### src/logic/adc_cfg_pkg.sv
package adc_cfg_pkg;

  // register indices on the serial command port (address bits 15:9)
  localparam logic [6:0] SCAN_EN_ADDR  = 7'h01;
  localparam logic [6:0] PWR_DN_ADDR   = 7'h02;
  localparam logic [6:0] FEATURE_ADDR  = 7'h03;

  // reset values
  localparam logic [7:0] SCAN_EN_RST   = 8'hff;
  localparam logic [7:0] PWR_DN_RST    = 8'h00;
  localparam logic [1:0] CHAIN_ID_RST  = 2'h0;
  localparam logic [2:0] FORMAT_RST    = 3'h0;

  // feature register layout
  localparam int         CHAIN_ID_MSB  = 7;
  localparam int         CHAIN_ID_LSB  = 6;
  localparam int         FIXED_MSB     = 5;
  localparam int         FIXED_LSB     = 3;
  localparam int         FORMAT_MSB    = 2;
  localparam logic [2:0] FEATURE_FIXED = 3'h5;

  // channel implementation masks for the two variants
  localparam logic [7:0] IMPL_EIGHT    = 8'hff;
  localparam logic [7:0] IMPL_FOUR     = 8'h0f;
  localparam logic [7:0] UNMAPPED_READ = 8'h00;

  // output frame layout
  localparam int         FRAME_BITS    = 25;
  localparam int         RESULT_LSB    = 9;
  localparam int         CHAN_LSB      = 5;
  localparam int         DEVADR_LSB    = 3;
  localparam logic [4:0] LOAD_EDGE     = 5'h0f;  // count before the 16th falling edge
  localparam logic [4:0] EDGE_SAT      = 5'h10;

  typedef enum logic [2:0] {
    FMT_RESULT_ONLY = 3'b000,
    FMT_CHAN_ADDR   = 3'b001,
    FMT_DEV_ADDR    = 3'b010,
    FMT_RANGE       = 3'b011
  } frame_format_e;

endpackage : adc_cfg_pkg

### src/logic/adc_scan_and_output_config.sv
`timescale 1ns/100ps

// How it works
// - scan-enable bit n includes channel n in the automatic scan; resets to all ones.
// - power-down register has one bit per channel, resets to zero, all front ends on.
// - a set power-down bit turns the front end off and bars the channel from scanning.
// - on the four-channel variant upper bits ignore writes and read back as ones.
// - feature bits 7:6 hold the daisy-chain position 0 to 3; reset zero.
// - feature bits 5:3 read constant 1,0,1; host must write those same values.
// - feature bits 2:0 hold the output frame format, read-write, reset zero.
// - conversion result goes out MSB-first in frame bits 24:9 from the 16th falling edge.
// - formats 000..011 add channel address, device address, then range; unused bits low.
// - automatic mode scans enabled, powered, present channels in ascending order, a new one per conversion; it holds when no other is eligible.
// - bit 8 is low, bits 7:5 hold the binary channel index, 4:3 device address, 2:0 range code.
module adc_scan_and_output_config #(
  parameter bit EIGHT_CHANNEL = 1'b1
) (
  input  wire logic        clock,
  input  wire logic        rst,
  input  wire logic        reg_reset,
  input  wire logic        wr_en,
  input  wire logic [6:0]  wr_addr,
  input  wire logic [7:0]  wr_data,
  input  wire logic        rd_en,
  input  wire logic [6:0]  rd_addr,
  output logic      [7:0]  rd_data,
  input  wire logic        auto_scan_mode,
  input  wire logic        frame_start,
  input  wire logic        sclk_fall,
  input  wire logic [15:0] conv_result,
  input  wire logic [2:0]  range_code,
  output logic      [2:0]  active_channel,
  output logic      [7:0]  scan_channel_enable,
  output logic      [7:0]  chan_frontend_off,
  output logic      [1:0]  chain_position_id,
  output logic      [2:0]  output_frame_format,
  output logic             serial_data_out
);

  localparam logic [7:0] IMPL = EIGHT_CHANNEL ? adc_cfg_pkg::IMPL_EIGHT : adc_cfg_pkg::IMPL_FOUR;

  // next eligible channel above cur, wrapping; holds cur when nothing is eligible
  function automatic logic [2:0] next_chan(input logic [2:0] cur, input logic [7:0] elig);
    logic [2:0] idx;
    logic [2:0] pick;
    logic       found;
    pick  = cur;
    found = 1'b0;
    for (int i = 1; i <= 8; i++) begin
      idx = 3'(cur + 3'(i));
      if (!found && elig[idx]) begin
        pick  = idx;
        found = 1'b1;
      end
    end
    return pick;
  endfunction : next_chan

  logic [7:0]  scan_en_q, scan_en_d;
  logic [7:0]  pwr_dn_q,  pwr_dn_d;
  logic [1:0]  chain_id_q, chain_id_d;
  logic [2:0]  format_q,  format_d;
  logic [7:0]  rd_data_q, rd_data_d;
  logic [2:0]  active_q,  active_d;
  logic [2:0]  frame_chan_q, frame_chan_d;
  logic [4:0]  edge_cnt_q, edge_cnt_d;
  logic [24:0] shift_q,   shift_d;
  logic [7:0]  eligible;
  logic        load_frame;
  logic [8:0]  tail;

  // a channel is scanned only if enabled, powered and present
  assign eligible = scan_en_q & ~pwr_dn_q & IMPL;

  // configuration registers: only implemented bits take writes
  always_comb begin
    scan_en_d  = scan_en_q;
    pwr_dn_d   = pwr_dn_q;
    chain_id_d = chain_id_q;
    format_d   = format_q;
    if (reg_reset) begin
      scan_en_d  = adc_cfg_pkg::SCAN_EN_RST;
      pwr_dn_d   = adc_cfg_pkg::PWR_DN_RST;
      chain_id_d = adc_cfg_pkg::CHAIN_ID_RST;
      format_d   = adc_cfg_pkg::FORMAT_RST;
    end else if (wr_en) begin
      unique case (wr_addr)
        adc_cfg_pkg::SCAN_EN_ADDR: scan_en_d = (wr_data & IMPL) | (scan_en_q & ~IMPL);
        adc_cfg_pkg::PWR_DN_ADDR:  pwr_dn_d  = (wr_data & IMPL) | (pwr_dn_q & ~IMPL);
        adc_cfg_pkg::FEATURE_ADDR: begin
          chain_id_d = wr_data[adc_cfg_pkg::CHAIN_ID_MSB:adc_cfg_pkg::CHAIN_ID_LSB];
          format_d   = wr_data[adc_cfg_pkg::FORMAT_MSB:0];
        end
        default: ;
      endcase
    end
  end

  always_ff @(posedge clock) begin
    if (rst) begin
      scan_en_q  <= adc_cfg_pkg::SCAN_EN_RST;
      pwr_dn_q   <= adc_cfg_pkg::PWR_DN_RST;
      chain_id_q <= adc_cfg_pkg::CHAIN_ID_RST;
      format_q   <= adc_cfg_pkg::FORMAT_RST;
    end else begin
      scan_en_q  <= scan_en_d;
      pwr_dn_q   <= pwr_dn_d;
      chain_id_q <= chain_id_d;
      format_q   <= format_d;
    end
  end

  // read-back: absent channel bits read as ones, fixed feature bits as 101
  always_comb begin
    rd_data_d = rd_data_q;
    if (rd_en) begin
      unique case (rd_addr)
        adc_cfg_pkg::SCAN_EN_ADDR: rd_data_d = scan_en_q | ~IMPL;
        adc_cfg_pkg::PWR_DN_ADDR:  rd_data_d = pwr_dn_q | ~IMPL;
        adc_cfg_pkg::FEATURE_ADDR: rd_data_d = {chain_id_q, adc_cfg_pkg::FEATURE_FIXED, format_q};
        default:                   rd_data_d = adc_cfg_pkg::UNMAPPED_READ;
      endcase
    end
  end

  always_ff @(posedge clock) begin
    if (rst) begin
      rd_data_q <= adc_cfg_pkg::UNMAPPED_READ;
    end else begin
      rd_data_q <= rd_data_d;
    end
  end

  // scanner: the frame converts the current channel; in auto mode the next one is chosen at once
  always_comb begin
    active_d     = active_q;
    frame_chan_d = frame_chan_q;
    if (frame_start) begin
      frame_chan_d = active_q;
      if (auto_scan_mode) begin
        active_d = next_chan(active_q, eligible);
      end
    end
  end

  always_ff @(posedge clock) begin
    if (rst) begin
      active_q     <= 3'h0;
      frame_chan_q <= 3'h0;
    end else begin
      active_q     <= active_d;
      frame_chan_q <= frame_chan_d;
    end
  end

  // frame tail by format; codes above 011 are treated like 000
  always_comb begin
    tail = 9'h000;
    unique case (format_q)
      adc_cfg_pkg::FMT_CHAN_ADDR: tail = {1'b0, frame_chan_q, 5'h00};
      adc_cfg_pkg::FMT_DEV_ADDR:  tail = {1'b0, frame_chan_q, chain_id_q, 3'h0};
      adc_cfg_pkg::FMT_RANGE:     tail = {1'b0, frame_chan_q, chain_id_q, range_code};
      default:                    tail = 9'h000;
    endcase
  end

  assign load_frame = sclk_fall && (edge_cnt_q == adc_cfg_pkg::LOAD_EDGE);

  // shifter: loads on the 16th falling edge, no latency, then one bit per edge
  always_comb begin
    edge_cnt_d = edge_cnt_q;
    shift_d    = shift_q;
    if (frame_start) begin
      edge_cnt_d = 5'h00;
      shift_d    = 25'h000_0000;
    end else if (sclk_fall) begin
      if (edge_cnt_q != adc_cfg_pkg::EDGE_SAT) begin
        edge_cnt_d = 5'(edge_cnt_q + 5'h01);
      end
      if (load_frame) begin
        shift_d = {conv_result, tail};
      end else begin
        shift_d = {shift_q[23:0], 1'b0};
      end
    end
  end

  always_ff @(posedge clock) begin
    if (rst) begin
      edge_cnt_q <= 5'h00;
      shift_q    <= 25'h000_0000;
    end else begin
      edge_cnt_q <= edge_cnt_d;
      shift_q    <= shift_d;
    end
  end

  assign rd_data             = rd_data_q;
  assign active_channel      = active_q;
  assign scan_channel_enable = scan_en_q;
  assign chan_frontend_off   = pwr_dn_q;
  assign chain_position_id   = chain_id_q;
  assign output_frame_format = format_q;
  assign serial_data_out     = shift_q[24];

  // guards on the register file, the scanner and the frame shifter
  AST_SCAN_RESET: assert property (@(posedge clock) $fell(rst) |-> scan_en_q == adc_cfg_pkg::SCAN_EN_RST)
    else $error("scan enable not all ones after reset");
  AST_PWR_RESET: assert property (@(posedge clock) $fell(rst) |-> pwr_dn_q == adc_cfg_pkg::PWR_DN_RST)
    else $error("power-down not zero after reset");
  // the channel moved to must have been eligible in the cycle it was picked
  AST_ELIGIBLE: assert property (@(posedge clock) disable iff (rst)
    active_q != $past(active_q) |-> (($past(eligible) >> active_q) & 8'h01) == 8'h01)
    else $error("scanner moved to an ineligible channel");
  AST_UPPER_ONES: assert property (@(posedge clock) disable iff (rst)
    rd_en && (rd_addr == adc_cfg_pkg::SCAN_EN_ADDR || rd_addr == adc_cfg_pkg::PWR_DN_ADDR)
    |=> (rd_data & ~IMPL) == ~IMPL)
    else $error("absent channel bits did not read as ones");
  AST_CHAIN_WRITE: assert property (@(posedge clock) disable iff (rst)
    wr_en && !reg_reset && wr_addr == adc_cfg_pkg::FEATURE_ADDR
    |=> chain_id_q == $past(wr_data[adc_cfg_pkg::CHAIN_ID_MSB:adc_cfg_pkg::CHAIN_ID_LSB]))
    else $error("chain id not taken from write");
  AST_FIXED_BITS: assert property (@(posedge clock) disable iff (rst)
    rd_en && rd_addr == adc_cfg_pkg::FEATURE_ADDR
    |=> rd_data[adc_cfg_pkg::FIXED_MSB:adc_cfg_pkg::FIXED_LSB] == adc_cfg_pkg::FEATURE_FIXED)
    else $error("fixed feature bits read wrong");
  AST_FORMAT_WRITE: assert property (@(posedge clock) disable iff (rst)
    wr_en && !reg_reset && wr_addr == adc_cfg_pkg::FEATURE_ADDR
    |=> format_q == $past(wr_data[adc_cfg_pkg::FORMAT_MSB:0]))
    else $error("format not taken from write");
  // eight quiet cycles hold at most eight falling edges, well short of the 16th
  AST_SILENT_HEAD: assert property (@(posedge clock) disable iff (rst)
    frame_start ##1 (!frame_start)[*8] |-> !serial_data_out)
    else $error("output drove before the 16th edge");
  AST_MSB_FIRST: assert property (@(posedge clock) disable iff (rst)
    load_frame && !frame_start |=> serial_data_out == $past(conv_result[15]))
    else $error("frame did not start with result msb");
  AST_FMT0_LOW: assert property (@(posedge clock) disable iff (rst)
    load_frame && !frame_start && format_q == adc_cfg_pkg::FMT_RESULT_ONLY |=> shift_q[8:0] == 9'h000)
    else $error("format 000 tail not low");
  AST_HOLD_NONE: assert property (@(posedge clock) disable iff (rst)
    frame_start && auto_scan_mode && eligible == 8'h00 |=> active_q == $past(active_q))
    else $error("scanner moved with no eligible channel");

endmodule : adc_scan_and_output_config

### config.mk
export PLATFORM = sky130hd
export DESIGN_NAME = adc_scan_and_output_config
export DESIGN_NICKNAME = d
export VERILOG_FILES = /design/src/logic/adc_cfg_pkg.sv /design/src/logic/adc_scan_and_output_config.sv
export SDC_FILE = /design/constraint.sdc
export NUM_CORES = 1
export LEC_CHECK = 0
export CAP_MARGIN = 20
export CORE_ASPECT_RATIO = 1.2
export CORE_MARGIN = 3
export CORE_UTILIZATION = 30
export CTS_BUF_LIST = sky130_fd_sc_hd__clkbuf_16
export CTS_CLUSTER_DIAMETER = 200
export DETAILED_ROUTE_END_ITERATION = 16
export DONT_BUFFER_PORTS = 1
export GPL_TIMING_DRIVEN = 1
export SYNTH_ARGS = -nofsm -noshare
export SYNTH_HDL_FRONTEND = slang
export SYNTH_SLANG_ARGS = --single-unit
export TNS_END_PERCENT = 30
### constraint.sdc
create_clock -name clock -period 7.2 [get_ports clock]
set_clock_uncertainty 0.1 [all_clocks]
set_input_delay 0 -clock clock [delete_from_list [all_inputs] [get_ports clock]]
set_output_delay 0 -clock clock [all_outputs]
set_load 0.005 [all_outputs]
# == After elaboration in Yosys (flattened, before gate mapping) ==
# Index checks and enable logic that the tools add are counted.
# word_totals
n_memories,0
wordCells,109
regBits,65
latch_bits,0
mem_bits_rw,0
mem_bits_ro,0
in_bits,49
out_inout_bits,33
# op_classes
div_mod_pow,0
mux,47
n_eq_ne,11
bitwise,3
add_sub_neg,8
magnitude_cmp,8
reduce_logical,23
mul,0
shifts,0
# ops
op,count
one-hot mux 8 bit (3 select lines),2
"less-than comparator 3 x 4 -> 1 bit, second input constant",8
two-way mux 1 bit,29
"equality test 7 x 2 -> 1 bit, second input constant",4
two-way mux 25 bit,1
binary-select mux 1 bit (select 3 bit),8
two-way mux 3 bit,7
"equality test 7 x 1 -> 1 bit, second input constant",2
"adder 3 bit, second input constant",4
AND 8 bit,1
logical AND 1 bit,8
NOT 8 bit,1
AND reduction 2 bit,4
zero test 1 bit,7
nonzero test 7 bit,1
"adder 3 x 2 -> 3 bit, second input constant",2
"equality test 3 x 2 -> 1 bit, second input constant",2
"adder 5 x 1 -> 5 bit, second input constant",1
"equality test 5 x 4 -> 1 bit, second input constant",1
"!= test 5 bit, second input constant",1
AND reduction 4 bit,1
OR reduction 2 bit,2
"adder 3 x 1 -> 3 bit, second input constant",1
"equality test 3 x 1 -> 1 bit, second input constant",1
NOT 1 bit,1

# == Logic depth before layout (Yosys ltp) ==
# depth
depth_word,41
mapped_depth,10
ltp_nobuf,9

# == Worst setup path before layout ==
# Ideal clock, no wire load.
# synth_timing
kind,register -> register
startpoint,"register active_q[1], in the netlist active_channel[1]"
endpoint,"register active_q[0], in the netlist active_channel[0]"
n_path_buf,1
path_slack_ps,4215
period_less_slack_ps,2985
stages_incl_launch_ff,10
t_arrival_ps,2761
setup_ps,123
path_cell_list,dfxtp_1 > buf_2 > clkinv_1 > ha_1 > inv_1 > mux4_2 > and3_4 > and2_1 > a211oi_1 > mux2_1
# synth_via
elab_chain_len,40
elab_cells_between_ends,67
# synth_rtl
element,line,text
"start, declared",adc_scan_and_output_config.sv:64,"logic [2:0] active_q, active_d;"
"start signal, assigned",adc_scan_and_output_config.sv:151,active_q <= active_d;
adder 3 x 1 -> 3 bit,adc_scan_and_output_config.sv:50,idx = 3'(cur + 3'(i));
binary-select mux 1 bit (select 3 bit),adc_scan_and_output_config.sv:51,if (!found && elig[idx]) begin
two-way mux 1 bit (not written as such),adc_scan_and_output_config.sv:51,
two-way mux 1 bit,adc_scan_and_output_config.sv:51,
two-way mux 1 bit,adc_scan_and_output_config.sv:140,if (auto_scan_mode) begin
two-way mux 1 bit,adc_scan_and_output_config.sv:138,if (frame_start) begin
zero test 1 bit,adc_scan_and_output_config.sv:51,
logical AND 1 bit,adc_scan_and_output_config.sv:51,
[... 24 more ...],n/a,
logical AND 1 bit,adc_scan_and_output_config.sv:51,
two-way mux 1 bit,adc_scan_and_output_config.sv:51,
two-way mux 1 bit,adc_scan_and_output_config.sv:140,
two-way mux 1 bit,adc_scan_and_output_config.sv:138,
zero test 1 bit,adc_scan_and_output_config.sv:51,
logical AND 1 bit,adc_scan_and_output_config.sv:51,
NOT 1 bit (no line),n/a,
AND reduction 4 bit (no line),n/a,
# Parallel ways exist; a longest one is shown, timed or not. The select of a mux whose other input is x is not followed.
# A chain may end at the register's enable or synchronous reset.

# == Worst setup path after layout ==
# Same ends and word-level chain as after synthesis.

==> results_dict.tcl <==
set metrics [dict create \
    p_per_area_nw_per_um2 192.9 \
    antenna_left 0 \
    ff_latch_area_um2 1301 \
    routed_wl_um 9994 \
    vdd_drop_max_uv 123.7 \
    ys_seq_area_share_pct 36.21 \
    rows 43 \
    clockBufferDepth 2 \
    vias_per_cell 5.214 \
    cp.required_ns 7.31 \
    drt_pass1_iterations 5 \
    post_synth.cell_area_avg_um2 9.309 \
    synthFlopType "dfxtp_1" \
    rsz0062_at_grt "no" \
    vias 3123 \
    antenna_found_initial 0 \
    synth_top_cell_by_area "dfxtp_1" \
    cp_top_family "multiplexers" \
    arrival_ns 3.58 \
    die_h_um 125.9 \
    ctsResizeCount 0 \
    layout_commonest_cell "nor2_1" \
    max_freq_ghz 0.2882 \
    worstPathMaxFanout 10 \
    nNetsFinal 491 \
    insertion_delay_ns 0.33 \
    postLayoutCellArea_um2 4624 \
    fin_crit_sh_pct 48.19 \
    endpoint_kind "flip-flop" \
    drv_cap 0 \
    cts_root_buf "clkbuf_16" \
    drive_gt1_share_pct 8.597 \
    worst_pin_slew_ns 0.7337 \
    start_kind "flip-flop" \
    status "complete, no violations" \
    synth_top_cells_by_area "dfxtp_1 (36%), mux2i_1 (14%), nor2_1 (7.1%)" \
    core_area_um2 11620 \
    slowest_delay_ns 0.59 \
    netlist_area_um2 3593 \
    gp_congestion 0.9572 \
    wl_per_cell_um 16.68 \
    finalSetupViolCount 0 \
    drtIter0Drc 158 \
    grt_pass1_wl_um 16440 \
    multiInputGateArea_um2 2151 \
    synth_edf_count 0 \
    setup_tns_ns 0 \
    cts_tree "yes" \
    synth_top_area_share_pct 36.21 \
    grt_max_degree 54 \
    max-slew-margin-rel_pct 50.92 \
    numCtsBuffers 9 \
    ys_ff_latch 65 \
    grt_use_total_pct 15.40 \
    hold_buffers 62 \
    portBuffers 0 \
    syn_inst 386 \
    path_cells "clkinv_1, ha_1, inv_1, mux4_2, mux2_2, a31oi_1, o21ai_1, a211oi_1, mux2_1" \
    cts.sinks 65 \
    cp_slowest_cell "dfxtp_1" \
    power.total_uw 892.1 \
    synth.distinct_cells 52 \
    htreeDepth 3 \
    finalCriticalPeriod_ns 3.470 \
    diodes 0 \
    drc_errors 0 \
    dpl_cell_area_um2 3701 \
    path_buf_inv 2 \
    fillCellCount 1146 \
    dieArea_um2 13330 \
    cts_setup_buffers 0 \
    area_growth_pct 28.69 \
    die_x_um 105.9 \
    path_class "flip-flop to flip-flop" \
    start_util_pct 30.92 \
    slew_viol_final 0 \
    synth-warning-count 0 \
    final_cell_mix "nor2_1 (68), dfxtp_1 (65), dlygate4sd3_1 (61), mux2i_1 (49), a211oi_1 (20)" \
    hpwl_um 6963 \
    synth_fp_nets 440 \
    finish.utilization_pct 39.79 \
    p_leak_nw 1.815 \
    async_reset_ff_share_pct 0 \
    hold_class "input port to flip-flop" \
    hold_viol_final 0 \
    first_global_vias 3217 \
    clk_pin_slew_ns 0.06 \
    grt-ovfl-total 0 \
    io_pins 82 \
]
synthesized netlist by cell type (all sizes together), types with 2 or more instances:
master and n:
a211oi 20, a21oi 18, a221oi 2, a22oi 6, a311oi 5, and2 3
and3 2, buf 4, clkbuf 19, clkinv 2, dfxtp 65, ha 5
inv 8, mux2 8, mux2i 50, mux4 12, nand2 15, nand2b 14
nand3 7, nand3b 4, nor2 68, nor2b 15, nor4 2, o21ai 7
o2bb2ai 2, or2 2, or3 2, xor2 5
path summary, 6_finish.rpt:
| check | startpoint | to | slack (ns) | cells after the start |
|---|---|---|---|---|
| max reg2reg | active_channel[1] | active_channel[0] | 3.73 | 9 |
| min | wr_addr[1] | chain_position_id[1] | 0.03 | 3 |
| max | active_channel[1] | active_channel[0] | 3.73 | 9 |
| min reg2reg | shift_q[4] | shift_q[4] | 0.38 | 2 |
routing by layer:
layer / share of wire (%) / wire (µm) / global-route usage (%)
met4: 2.6 / 261 / 5.412
met3: 7.1 / 705 / 3.998
met1: 40 / 3971 / 18.23
met2: 51 / 5055 / 26.88
met5: 0 / 0 / 0
flip-flops by register name, summed over array words and instances, names as in the netlist:
name and count:
scan_channel_enable 8, active_channel 3, output_frame_format 3, frame_chan_q 3, shift_q 25, chain_position_id 2
edge_cnt_q 5, rd_data 8, chan_frontend_off 8
stage by stage:
stage / worst slack, ns / std cells / hold WS, ns
floorplan: 4.215 / 386 / 0.02511
global placement: 3.817 / 521 / -0.02620
detailed placement: 3.714 / 521 / -0.02552
CTS: 3.691 / 599 / 0.02557
global route: 3.479 / 599 / 0.05028
finish: 3.730 / 599 / 0.02889
kinds of logic (layout without fill, tap and decap cells):
group | Yosys count | after routing | share of synthesized area [%]
and+or+nand+nor | 139 | 139 | 18.63
muxes | 70 | 70 | 24.83
AOI/OAI and AO/OA | 68 | 68 | 13.20
DFF | 65 | 65 | 36.21
buffers and inverters | 33 | 89 | 3.935
xor gates and xnor gates | 6 | 6 | 1.462
adders and majority gates | 5 | 5 | 1.741
layout make-up:
type	count	area share (%)
clock buffer	9	4.870
sequential	65	28.14
timing repair buffer	63	13.80
multi-input combinational	288	46.51
inverter	10	0.9740
clock inverter	7	1.461
tap	157	4.248
report_power, final:
part           internal [mW]  switching, mW
sequential             0.367        0.00987
combinational         0.0422         0.0397
clock                  0.267          0.166
total                  0.676          0.216
worst register-to-register path, cell delays in order, from the launching register on:
cell,delay [ns]
dfxtp_1,0.59
clkinv_1,0.37
ha_1,0.48
inv_1,0.24
mux4_2,0.38
mux2_2,0.30
a31oi_1,0.18
o21ai_1,0.13
a211oi_1,0.23
mux2_1,0.34
Note: power is estimated with default switching activity, not from simulation.
